### src/uvp_consts.svh
/*
  timing counts and geometry for the eprom host controller.
  assumes a 20 MHz clock (50 ns period); included by bare name.
*/
`ifndef UVP_CONSTS_SVH
`define UVP_CONSTS_SVH

`define UVP_CLK_NS          50
`define UVP_ADDR_W          11
`define UVP_DATA_W          8
// read timing in ns, slowest grade
`define UVP_ACC_NS          450
`define UVP_OE_NS           150
`define UVP_FLOAT_NS        130
`define UVP_ACC_CYC         ((`UVP_ACC_NS + `UVP_CLK_NS - 1) / `UVP_CLK_NS)
`define UVP_OE_CYC          ((`UVP_OE_NS + `UVP_CLK_NS - 1) / `UVP_CLK_NS)
`define UVP_PRE_OE_CYC      (`UVP_ACC_CYC - `UVP_OE_CYC)
`define UVP_FLOAT_CYC       ((`UVP_FLOAT_NS + `UVP_CLK_NS - 1) / `UVP_CLK_NS)
// program timing
`define UVP_SETUP_NS        2000
`define UVP_SETUP_CYC       ((`UVP_SETUP_NS + `UVP_CLK_NS - 1) / `UVP_CLK_NS)
`define UVP_PULSE_US        50000
`define UVP_PULSE_CYC       ((`UVP_PULSE_US * 1000) / `UVP_CLK_NS)
`define UVP_VERIFY_NS       120
`define UVP_VERIFY_CYC      ((`UVP_VERIFY_NS + `UVP_CLK_NS - 1) / `UVP_CLK_NS)
`define UVP_CNT_W           24

`endif

### src/uvp_pkg.sv
/*
  types for the eprom host controller.
  assumes the constants header is available.
*/
package uvp_pkg;
  typedef enum logic [8:0] {
    UVP_IDLE   = 9'b0_0000_0001,
    UVP_RSETUP = 9'b0_0000_0010,
    UVP_RDATA  = 9'b0_0000_0100,
    UVP_FLOAT  = 9'b0_0000_1000,
    UVP_VPPUP  = 9'b0_0001_0000,
    UVP_PSETUP = 9'b0_0010_0000,
    UVP_PULSE  = 9'b0_0100_0000,
    UVP_PHOLD  = 9'b0_1000_0000,
    UVP_VERIFY = 9'b1_0000_0000
  } uvp_state_type;
endpackage

### src/uvp_host.sv
/*
  host controller that reads and programs a 2048 x 8 uv eprom by its pins.
  assumes one 20 MHz clock, a synchronous active-low reset, and an external
  level shifter that turns prog_supply_hi into the high program supply.
*/
`timescale 1ns/1ps
`include "uvp_consts.svh"

// Behaviour
// RQ1: device drives data only while select and output enable are both low
// RQ2: select high puts the device in standby
// RQ3: in standby outputs float whatever output enable does
// RQ4: data valid within address access time after stable address
// RQ5: data valid within output-enable access time after enable falls
// RQ6: output enable may lag select by access minus enable time
// RQ7: outputs float within float delay after enable or select rises
// RQ8: previous data held for zero minimum after any control change
// RQ9: erased bits read one; programming only clears chosen bits
// RQ10: enter program mode by raising supply with output enable high
// RQ11: present address and data, then one high pulse of 50 ms
// RQ12: each program pulse lasts between 45 and 55 ms
// RQ13: never hold select/program high steadily in program mode
// RQ14: locations may be programmed in any order, one pulse each
// RQ15: address, data, enable set 2 us before and held 2 us after
// RQ16: in verify, data within 120 ns of enable falling
// RQ17: never switch the supply while enable and select are both high
// RQ18: select low with supply high inhibits programming
// RQ19: pulses ignored unless supply high and output enable high
module uvp_host
  import uvp_pkg::*;
#(
  parameter int PULSE_CYC = `UVP_PULSE_CYC,
  parameter int SETUP_CYC = `UVP_SETUP_CYC
) (
  // clock and reset
  input  wire logic                   clk,
  input  wire logic                   resetn,
  // user request
  input  wire logic                   req_valid,
  output logic                        req_ready,
  input  wire logic                   req_write,
  input  wire logic [`UVP_ADDR_W-1:0] req_addr,
  input  wire logic [`UVP_DATA_W-1:0] req_wdata,
  // user answer
  output logic                        rsp_valid,
  output logic      [`UVP_DATA_W-1:0] rsp_rdata,
  output logic                        rsp_mismatch,
  // device pins
  output logic      [`UVP_ADDR_W-1:0] mem_addr,
  output logic                        select_and_program_pulse_n,
  output logic                        out_enable_n,
  output logic                        prog_supply_hi,
  input  wire logic [`UVP_DATA_W-1:0] mem_data_in,
  output logic      [`UVP_DATA_W-1:0] mem_data_out,
  output logic                        mem_data_oe_n
);
  localparam int ACC_CYC = `UVP_ACC_CYC;
  localparam int PRE_OE_CYC = `UVP_PRE_OE_CYC;
  localparam int FLOAT_CYC = `UVP_FLOAT_CYC;
  localparam int VER_CYC = `UVP_VERIFY_CYC;

  typedef struct packed {
    uvp_state_type                 state;
    logic [`UVP_CNT_W-1:0]         cnt;
    logic                          wr;
    logic [`UVP_ADDR_W-1:0]        addr;
    logic [`UVP_DATA_W-1:0]        wdata;
    logic                          sel_n;
    logic                          oe_n;
    logic                          vpp;
    logic                          drive;
    logic                          rsp;
    logic [`UVP_DATA_W-1:0]        rdata;
    logic                          mism;
  } uvp_host_type;

  uvp_host_type st_r;
  uvp_host_type st_nxt;
  logic [`UVP_DATA_W-1:0] data_sync;

  function automatic logic [`UVP_CNT_W-1:0] cyc(input int n);
    cyc = `UVP_CNT_W'(n);
  endfunction

  uvp_sync #(.W(`UVP_DATA_W)) u_sync (
    .clk    (clk),
    .resetn (resetn),
    .pin    (mem_data_in),
    .value  (data_sync)
  );

  always_comb begin
    st_nxt = st_r;
    st_nxt.rsp = 1'b0;
    st_nxt.cnt = st_r.cnt + cyc(1);
    case (st_r.state)
      UVP_IDLE: begin
        st_nxt.cnt = '0;
        if (req_valid) begin
          st_nxt.wr = req_write;
          st_nxt.addr = req_addr;
          st_nxt.wdata = req_wdata;
          if (req_write) begin
            // supply only moves with select low and enable high
            st_nxt.oe_n = 1'b1; // see RQ10
            st_nxt.sel_n = 1'b0; // see RQ17
            st_nxt.state = UVP_VPPUP;
          end else begin
            st_nxt.sel_n = 1'b0; // see RQ2
            st_nxt.state = UVP_RSETUP;
          end
        end
      end
      UVP_RSETUP: begin
        // enable lags select one cycle past access minus enable time, so enable time governs
        if (st_r.cnt == cyc(PRE_OE_CYC)) begin
          st_nxt.oe_n = 1'b0; // see RQ6
        end
        // data settles one cycle past access time (enable path);
        // three more cycles cover the synchroniser
        if (st_r.cnt == cyc(ACC_CYC + 4)) begin
          st_nxt.state = UVP_RDATA; // see RQ4
        end
      end
      UVP_RDATA: begin
        // sample after the access time plus the synchroniser latency
        st_nxt.rdata = data_sync; // see RQ5
        st_nxt.mism = 1'b0;
        st_nxt.rsp = 1'b1;
        st_nxt.sel_n = 1'b1; // see RQ3
        st_nxt.oe_n = 1'b1; // see RQ1
        st_nxt.cnt = '0;
        st_nxt.state = UVP_FLOAT;
      end
      UVP_FLOAT: begin
        // wait the float delay for the device to release the bus
        if (st_r.cnt == cyc(FLOAT_CYC)) begin
          st_nxt.vpp = 1'b0;
          st_nxt.state = UVP_IDLE; // see RQ7
        end
      end
      UVP_VPPUP: begin
        st_nxt.vpp = 1'b1; // see RQ10
        st_nxt.drive = 1'b1;
        st_nxt.cnt = '0;
        st_nxt.state = UVP_PSETUP;
      end
      UVP_PSETUP: begin
        if (st_r.cnt == cyc(SETUP_CYC)) begin
          st_nxt.sel_n = 1'b1; // see RQ15
          st_nxt.cnt = '0;
          st_nxt.state = UVP_PULSE;
        end
      end
      UVP_PULSE: begin
        // one bounded pulse per request, never a steady level
        if (st_r.cnt == cyc(PULSE_CYC - 1)) begin
          st_nxt.sel_n = 1'b0; // see RQ12
          st_nxt.cnt = '0;
          st_nxt.state = UVP_PHOLD; // see RQ13
        end
      end
      UVP_PHOLD: begin
        if (st_r.cnt == cyc(SETUP_CYC)) begin
          st_nxt.drive = 1'b0; // see RQ15
          st_nxt.oe_n = 1'b0; // see RQ16
          st_nxt.cnt = '0;
          st_nxt.state = UVP_VERIFY;
        end
      end
      UVP_VERIFY: begin
        if (st_r.cnt == cyc(VER_CYC + 3)) begin
          st_nxt.rdata = data_sync;
          // a programmed cell keeps zeros from before too, so any bit off from the data asked for is a mismatch
          st_nxt.mism = (data_sync != st_r.wdata); // see RQ9
          st_nxt.rsp = 1'b1;
          st_nxt.oe_n = 1'b1;
          st_nxt.cnt = '0;
          st_nxt.state = UVP_FLOAT;
        end
      end
      default: begin
        st_nxt.state = UVP_IDLE;
      end
    endcase
  end

  always_ff @(posedge clk) begin
    if (!resetn) begin
      st_r.state <= UVP_IDLE;
      st_r.cnt <= '0;
      st_r.wr <= 1'b0;
      st_r.addr <= '0;
      st_r.wdata <= '0;
      st_r.sel_n <= 1'b1;
      st_r.oe_n <= 1'b1;
      st_r.vpp <= 1'b0;
      st_r.drive <= 1'b0;
      st_r.rsp <= 1'b0;
      st_r.rdata <= '0;
      st_r.mism <= 1'b0;
    end else begin
      st_r <= st_nxt;
    end
  end

  // any order of addresses is accepted, one pulse each
  assign req_ready = (st_r.state == UVP_IDLE); // see RQ14
  assign rsp_valid = st_r.rsp;
  assign rsp_rdata = st_r.rdata;
  assign rsp_mismatch = st_r.mism;
  assign mem_addr = st_r.addr;
  assign select_and_program_pulse_n = st_r.sel_n;
  assign out_enable_n = st_r.oe_n;
  assign prog_supply_hi = st_r.vpp;
  assign mem_data_out = st_r.wdata;
  assign mem_data_oe_n = ~st_r.drive;

  int pulse_len_r;
  always_ff @(posedge clk) begin
    if (!resetn || st_r.sel_n == 1'b0 || !st_r.vpp) begin
      pulse_len_r <= 0;
    end else begin
      pulse_len_r <= pulse_len_r + 1;
    end
  end

  pulse_bounded_a: assert property (@(posedge clk) disable iff (!resetn)
    pulse_len_r <= PULSE_CYC) else $error("program pulse too long"); // see RQ12
  pulse_oe_high_a: assert property (@(posedge clk) disable iff (!resetn)
    (st_r.vpp && st_r.sel_n) |-> st_r.oe_n)
    else $error("enable low during pulse"); // see RQ19
  vpp_switch_a: assert property (@(posedge clk) disable iff (!resetn)
    $changed(st_r.vpp) |-> !($past(st_r.oe_n) && $past(st_r.sel_n)))
    else $error("supply switched with both high"); // see RQ17
  data_setup_a: assert property (@(posedge clk) disable iff (!resetn)
    $rose(st_r.sel_n) && st_r.vpp |-> $past(st_r.drive, SETUP_CYC))
    else $error("data not set up before pulse"); // see RQ15
  data_hold_a: assert property (@(posedge clk) disable iff (!resetn)
    $fell(st_r.sel_n) && st_r.vpp |=> st_r.drive [*8])
    else $error("data not held after pulse"); // see RQ15
  read_oe_a: assert property (@(posedge clk) disable iff (!resetn)
    $fell(st_r.oe_n) && !st_r.vpp |-> ##1 !st_r.oe_n [*3])
    else $error("enable too short on read"); // see RQ5
  no_contend_a: assert property (@(posedge clk) disable iff (!resetn)
    !st_r.oe_n |-> !st_r.drive)
    else $error("bus contention"); // see RQ1
  ready_idle_a: assert property (@(posedge clk) disable iff (!resetn)
    rsp_valid |=> ##[1:10] req_ready)
    else $error("controller did not return to idle"); // see RQ14
endmodule

### src/uvp_sync.sv
/*
  three-stage synchroniser for the returning data bus.
  assumes the input comes from the device pins, outside the clock domain.
*/
`timescale 1ns/1ps
module uvp_sync #(
  parameter int W = 8
) (
  // clock and reset
  input  wire logic         clk,
  input  wire logic         resetn,
  // pins in, settled value out
  input  wire logic [W-1:0] pin,
  output logic      [W-1:0] value
);
  typedef struct packed {
    logic [W-1:0] s1;
    logic [W-1:0] s2;
    logic [W-1:0] s3;
    logic [W-1:0] val;
  } uvp_sync_type;
  uvp_sync_type st_r;
  uvp_sync_type st_nxt;

  always_comb begin
    st_nxt = st_r;
    st_nxt.s1 = pin;
    st_nxt.s2 = st_r.s1;
    st_nxt.s3 = st_r.s2;
    // a change counts once stage two and three agree
    if (st_r.s2 == st_r.s3) begin
      st_nxt.val = st_r.s3;
    end
  end

  always_ff @(posedge clk) begin
    if (!resetn) begin
      st_r <= '0;
    end else begin
      st_r <= st_nxt;
    end
  end

  assign value = st_r.val;
endmodule
### config.mk
export PLATFORM = sky130hd
export DESIGN_NAME = uvp_host
export DESIGN_NICKNAME = d
export VERILOG_FILES = /design/src/uvp_pkg.sv /design/src/uvp_host.sv /design/src/uvp_sync.sv
export VERILOG_INCLUDE_DIRS = /design/src
export SDC_FILE = /design/constraint.sdc
export NUM_CORES = 1
export LEC_CHECK = 0
export ABC_AREA = 1
export CAP_MARGIN = 20
export CORE_ASPECT_RATIO = 1.75
export CORE_MARGIN = 2
export CORE_UTILIZATION = 50
export CTS_CLUSTER_DIAMETER = 60
export DETAILED_ROUTE_END_ITERATION = 12
export DONT_BUFFER_PORTS = 1
export PLACE_DENSITY = 0.7
export SLEW_MARGIN = 20
export SYNTH_ARGS = -nofsm -noshare
export SYNTH_HDL_FRONTEND = slang
export SYNTH_HIERARCHICAL = 1
export SYNTH_SLANG_ARGS = --single-unit
### constraint.sdc
create_clock -name clk -period 2.2 [get_ports clk]
set_input_delay 0.33 -clock clk [delete_from_list [all_inputs] [get_ports clk]]
set_output_delay 0.33 -clock clk [all_outputs]
set_load 0.02 [all_outputs]
; Word level (Yosys, flattened, before mapping)
; Index checks and enable logic that the tools add are counted.
[op_classes]
add_sub_neg = 1
bitwise_logic = 1
muxes = 24
reduce_logical = 13
n_eq_ne = 25
[ops]
columns = op, count
row1 = $mux W33, 4
row2 = $pmux W24 S5, 1
row3 = $pmux W9 S9, 1
row4 = $mux W9, 3
row5 = $add A24 B1 Y24 const B, 1
row6 = $eq A24 B2 Y1 const B, 1
row7 = $eq A24 B20 Y1 const B, 1
row8 = $eq A24 B3 Y1 const B, 1
row9 = $eq A24 B4 Y1 const B, 1
row10 = $eq A24 B6 Y1 const B, 1
row11 = $pmux W10 S2, 1
row12 = $ne A2 B2 Y1 const B, 8
row13 = $mux W10, 1
row14 = $eq A9 B1 Y1 const B, 1
row15 = $eq A9 B2 Y1 const B, 1
row16 = $eq A9 B3 Y1 const B, 1
row17 = $eq A9 B4 Y1 const B, 1
row18 = $eq A9 B5 Y1 const B, 1
row19 = $eq A9 B6 Y1 const B, 1
row20 = $eq A9 B7 Y1 const B, 1
row21 = $eq A9 B8 Y1 const B, 1
row22 = $eq A9 B9 Y1 const B, 1
row23 = $eq A8 B8 Y1, 1
row24 = $ne A8 B8 Y1, 1
row25 = other kinds (16), 28
[word_totals]
word_cells = 79
input_bits = 31
out_inout_bits = 34
regBits = 98

; Logic depth before layout (Yosys ltp)
; Gate-level depths: netlist of the first run.
[depth]
ltp_word = 3
depth_mapped = 13
ltp_nobuf = 12

; By module
; Netlist of the first run, hierarchy kept.
[by_module_without_submodules]
columns = mod, instances, cells_each, area_per_inst_um2
row1 = uvp_host, 1, 517, 3613.5
row2 = uvp_sync, 1, 181, 1296.2

; Worst setup path after synthesis of the first run
; OpenSTA, ideal clock, no wires.
[synth_timing]
path_kind = register -> register
startpoint = register st_r[34] (netlist name)
endpoint = register st_r[55] (netlist name)
slack_ns = 0.533
arrival_ns = 1.552
synth_period_minus_slack_ns = 1.667
n_path_buf = 1
setup_ns = 0.115
stages_incl_launch_ff = 14
path_cell_list = dfxtp_1 -> ha_1 -> nand2_2 -> inv_2 -> nand2_2 -> nor2_1 -> nand3_1 -> nand2_2 -> nand2_2 -> nor2_8 -> nand2_2 -> nand2_4 -> buf_12 -> nor2_2
[synth_via]
elab_chain_len = 3
elab_cells_between_ends = 9
classes_between = add/sub (1) / eq/ne (3) / mux (5)
[synth_rtl]
columns = element, line
row1 = start: declaration, uvp_host.sv:77  ; uvp_host_type st_r;
row2 = start signal: assignment, uvp_host.sv:203  ; st_r <= st_nxt;
row3 = $add A24 B1 Y24 (tied with other cells), uvp_host.sv:95  ; st_nxt.cnt = st_r.cnt + cyc(1);
row4 = $mux W33 (on tied branches), n/a
row5 = $pmux W24 S5 (*), uvp_host.sv:96  ; case (st_r.state)
; Mark *: on every way between the ends. The rest lies on a longest branch, timed or not. The select of a mux whose other input is x is not followed.
; A chain may end at the register's enable or synchronous reset.

; Worst setup path in the final report of the first run
[layout_timing]
startpoint = register st_r[34] (netlist name)
endpoint = register st_r[52] (netlist name)
; The elaborated chain is that of the path after synthesis.

==> results of run 1 <==
-- per-layer routing --
metal | routed length (µm) | track usage [%] | vias up
met5 | 0 | 0 | -
met4 | 361 | 11.1 | 0
met3 | 372 | 4.21 | 27
met2 | 5590 | 37.0 | 85
met1 | 3760 | 19.9 | 1770
li1 | - | - | 2025
-- cell usage in the layout, fill, tap and decap left out, drive strengths merged --
cell type / n
xnor2: 10
nand3: 44
and2: 3
nand2: 143
a21oi: 8
ha: 4
dfxtp: 98
nor2: 164
o21ai: 38
inv: 101
xor2: 14
nand4: 10
o22ai: 3
clkbuf: 9
buf: 1
and3: 1
o31ai: 1
nor3: 9
nand3b: 2
clkinv: 3
-- logic make-up after synthesis --
family          count (synthesis)
compound gates                 50
simple gates                  376
flops                          98
xor+xnor                       24
fa+ha+maj                       4
buf+inv                       146
-- flip-flops by register name (all words and copies together), names as in the netlist, 8 cells and up --
| signal | cells |
|---|---|
| u_sync/st_r | 8 |
| mem_addr | 11 |
| u_sync/value | 8 |
| rsp_rdata | 8 |
| mem_data_out | 8 |
| u_sync/st_nxt | 16 |
| st_r | 34 |
-- stage by stage --
step | hold slack [ns] | total power [µW] | cell area [µm²] | std cells | util [%]
after detailed placement | 0.396 | 3880 | 4710 | 772 | 49.4
after global routing | 0.0607 | 5720 | 5000 | 788 | 52.5
after global placement | 0.391 | 3830 | 4710 | 772 | 49.4
after floorplan | 0.390 | 3890 | 4910 | 698 | -
after CTS | 0.0649 | 5430 | 5000 | 788 | 52.5
final | 0.0801 | 5370 | 5000 | 788 | 52.5
-- worst max-delay path, stage by stage (launching register included) --
cell and delay, ns:
dfxtp_1 0.40, ha_1 0.26, nand2_2 0.08, inv_2 0.08
nand2_2 0.06, nor2_1 0.10, nand3_1 0.09, nand2_2 0.13
nand2_2 0.10, nor2_8 0.11, nand2_2 0.07, nand2_4 0.29
nor2_1 0.09
-- layout make-up --
cell class	count	area, µm²
multi-input cells	454	2230
clock inverters	7	66.3
flip-flops and latches	98	1960
clock buffers	9	225
inverters	97	364
fillers	973	4520
repair buffers	1	7.51
well taps	122	153
-- path summary, 6_finish.rpt --
| kind | slack (ns) | cells after the start | to |
|---|---|---|---|
| max reg2reg | 0.20 | 12 | st_r[52] |
| min | 0.08 | 2 | u_sync/st_nxt[17] |
| min reg2reg | 0.41 | 2 | u_sync/st_nxt[14] |
| max | 0.20 | 12 | st_r[52] |
-- power groups by stage --
stage	Clock, µW	Sequential, µW	Combinational [µW]
detailed placement	0	2490	1390
global route	1660	2480	1580
global placement	0	2480	1350
CTS	1580	2450	1390
floorplan	0	2220	1670
finish	1540	2450	1390
==> results.toml, run 1 <==
[sta]
finalWorstSetupSlack_ns = 0.203
fin_skew_ns = 0.00650
setup_viol = 0
fmaxAchievable_ghz = 0.501
timing.final.crit_share_pct = 90.8
worst_slew_pin_slew_ns = 0.475
maxSlewViolCount = 0
rsz0062_at_grt = "false"
fin_crit_ns = 2.00
slew_headroom_pct = 68.1
finalSetupTns_ns = 0
hold_viol_final = 0

[yosys]
yosysWarnings = 6
synth_area_um2 = 4910
synth_top_area_cell = "dfxtp_1"
synth_most_common_cell = "nand2_1"
synth_ff_type = "dfxtp_1"
synth_top_family_by_area = "simple AND/OR/NAND/NOR gates"
avgSynthCellArea_um2 = 7.03
synth_nets = 733
ys_ff_latch = 98
synthArstFlopShare_pct = 0
synthMuxAreaShare_pct = 0
yosys-top-cells-area = "dfxtp_1, nand2_1, nor2_1, inv_1, buf_4"
ys_types = 31
synth-compound-area-share_pct = 5.22
synth_top_area_share_pct = 40.0
synth_edf_count = 0
synth-simple-area-share_pct = 34.8
synthAdderAreaFrac_pct = 1.02
synth-seq-area-share_pct = 40.0
synthTopCellsByCount = "nand2_1, nor2_1, dfxtp_1, inv_1, nand3_1"
syn_inst = 698
synthXorXnorAreaFrac_pct = 4.28

[clock_tree]
cts_resized = 0
postCtsSetupBuffers = 0
clk_transition_reported_paths_ns = 0.07
h-tree-depth = 3
cts_inserted_buffers = 9
postCtsHoldBufs = 0
cts_sinks = 98
cts_tree = "yes"
cts-root-buf = "clkbuf_16"
clk_latency_ns = 0.35
max-clock-path-buffers = 2

[worst_setup_path]
arrival_ns = 2.22
crit_fanout = 22
worstSetupStartpoint = "st_r[34]"
r2r_start = "st_r[34]"
worstSetupPathType = "flop to flop"
crit_path_start_kind = "flop"
cp.required_ns = 2.42
end_kind = "flop"

[power_and_ir_drop]
sw_frac_of_total_pct = 39.1
powerDensity_nw_per_um2 = 1070
vdd.ir_drop.worst_v = 0.000759
combPwrFrac_pct = 25.8
pwr-share-clk_pct = 28.6
switching_power_uw = 2100
internal_power_uw = 3270
pwr-share-seq_pct = 45.6
p_leak_uw = 0.00240

[job]
max_cap_violations = 0

[cells_and_area]
area_growth_pct = 1.91
final_nets = 696
drive_gt1_share_pct = 10.7
n_antenna_cell = 0

[route]
first_pass_iters = 6
vias = 3907
via_per_inst = 4.96
remaining_drc_errors = 0
drtIter0Drc = 223
routed_wl_um = 10100
ant_nets = 0
wl_per_cell_um = 12.8

[floorplanning]
die-area_um2 = 10700
row_count = 47
core_area_um2 = 9530
die_h_um = 135
ios = 65
initial_core_util_pct = 51.5
die_w_um = 78.9

[placement]
dp_hpwl_um = 7630
portBuffers = 0
gp_congestion = 0.895
pre_cts_ws_ns = 0.202

[global_route]
antenna_found_initial = 0
grt_max_degree = 72
grt_overflow = 0
grt_pass1_wl_um = 16500
first_global_vias = 3734
grt_use_total_pct = 19.8

[min_path]
hold_path_class = "input port to flop"
hold_start = "resetn"

[run_status]
status = "completed"
Power figures use the tool's default switching activity.
==> run 2: changes to the inputs <==
--- a/config.mk
+++ b/config.mk
@@ -8,7 +8,7 @@
 export LEC_CHECK = 0
 export ABC_AREA = 1
 export CAP_MARGIN = 20
-export CORE_ASPECT_RATIO = 1.75
+export CORE_ASPECT_RATIO = 0.8
 export CORE_MARGIN = 2
 export CORE_UTILIZATION = 50
 export CTS_CLUSTER_DIAMETER = 60
==> run 2 against run 1 <==
  * Non-clock buffer count unchanged
  * First-iteration DRC count up 37%
  * Cell area up 0.28%
  * Setup slack better by 0.086 ns
  * Largest power group unchanged
  * Routed wire length down 6.9%
==> results.toml, run 2 (synthesis results as in run 1) <==
[sta]
setup_viol = 0
hold_viol_final = 0
hold_slack_ns = 0.0735
maxSlewViolCount = 0
fin_skew_ns = 0.00845
timing.final.crit_share_pct = 86.9
fmaxAchievable_ghz = 0.523
fin_crit_ns = 1.91
rsz0062_at_grt = "false"
finalSetupTns_ns = 0
worst_slew_pin_slew_ns = 0.370
finalWorstSetupSlack_ns = 0.289
slew_headroom_pct = 75.2

[worst_setup_path]
worstPathBufferInverterCount = 1
critPathSlowestCell = "dfxtp_1"
arrival_ns = 2.15
critPathMostFrequentCell = "nand2_2"
crit_path_start_kind = "flop"
crit_fanout = 22
end_kind = "flop"
cp.required_ns = 2.43
critPathTopFamily = "simple AND/OR/NAND/NOR gates"
worstSetupPathType = "flop to flop"
crit_chain = "ha_1, nand2_2, inv_2, nand2_2, nor2_1, nand3_1, nand2_2, nand2_2, nor2_8, nand2_2, nand2_8, nor2_1"
max_stage_delay_ns = 0.40

[clock_tree]
clk_latency_ns = 0.35
clk_transition_reported_paths_ns = 0.07
h-tree-depth = 3
cts-root-buf = "clkbuf_16"
cts_tree = "yes"
max-clock-path-buffers = 2
cts_sinks = 98
postCtsHoldBufs = 0
cts_inserted_buffers = 9

[cells_and_area]
final_common_cell = "nand2_1"
area_growth_pct = 2.19
n_antenna_cell = 0
largest_reg_flops = 34
drive_gt1_share_pct = 10.8
final_cell_mix = "nand2_1, nor2_1, dfxtp_1"
final_nets = 696
regMostFlops = "st_r"

[route]
routed_wl_um = 9390
first_pass_iters = 5
vias = 3859
drtIter0Drc = 305
ant_nets = 0
via_per_inst = 4.92
wl_per_cell_um = 12.0
remaining_drc_errors = 0

[floorplanning]
die_w_um = 115
ios = 65
row_count = 32
core_area_um2 = 9610
die_h_um = 92.6
die-area_um2 = 10600
initial_core_util_pct = 51.1

[run_status]
status = "completed"

[placement]
gp_congestion = 0.892
dp_hpwl_um = 7030
portBuffers = 0
pre_cts_ws_ns = 0.187

[global_route]
grt_overflow = 0
antenna_found_initial = 0
grt_use_total_pct = 18.6
grt_pass1_wl_um = 15800
grt_max_degree = 72
first_global_vias = 3495

[power_and_ir_drop]
powerDensity_nw_per_um2 = 1070
p_leak_uw = 0.00240
vdd.ir_drop.worst_v = 0.000501
power_uw = 5390

[min_path]
hold_path_class = "input port to flop"

[job]
max_cap_violations = 0
run 2: changes by cell type in the layout (fill, tap and decap cells not counted):
cell	previous run	this run
clkinvlp_4	0	1
clkinv_4	1	3
clkbuf_8	0	1
clkinv_1	2	1
inv_6	4	1
nand2_4	1	0
nand2_8	0	1
run 2: stage by stage:
step / instance area, µm² / instances / utilization (%)
after floorplan: 4910 / 698 / -
after global placement: 4710 / 769 / 49.0
after detailed placement: 4710 / 769 / 49.0
after CTS: 5000 / 785 / 52.1
after global routing: 5020 / 785 / 52.2
final: 5020 / 785 / 52.2
run 2: final timing paths:
path	from	to	slack [ns]	cells past startpoint
setup / recovery	st_r[34]	st_r[52]	0.29	12
hold / removal	resetn	u_sync/st_nxt[23]	0.07	2
setup reg to reg	st_r[34]	st_r[52]	0.29	12
hold reg to reg	u_sync/st_nxt[16]	u_sync/st_nxt[8]	0.41	2
run 2: power breakdown:
part	internal (µW)	switching [µW]	total [µW]	leakage, µW
clock network	823	709	1530	0.000147
logic	454	960	1410	0.00145
registers	2030	409	2440	0.000800
total	3310	2080	5390	0.00240
run 2: area by class of cell:
type / count / area [µm²]
fill: 937 / 4590
tap: 119 / 149
clock inverter: 6 / 57.6
timing repair buffer: 1 / 7.51
sequential: 98 / 1960
multi-input combinational: 454 / 2230
clock buffer: 10 / 239
inverter: 97 / 368
run 2: repair_timing:
item | 4_1_cts | 5_1_grt
setup endpoints to repair | 0 | 10
buffers inserted | 0 | 0
resized for setup | 0 | 3
run 2: metal layers:
metal,vias to the layer above,GRT usage [%],share of wire [%]
li1,2030,-,-
met1,1720,25.1,49
met2,99,28.6,44
met3,10,5.04,5.9
met4,0,6.73,1.4
met5,-,0,0
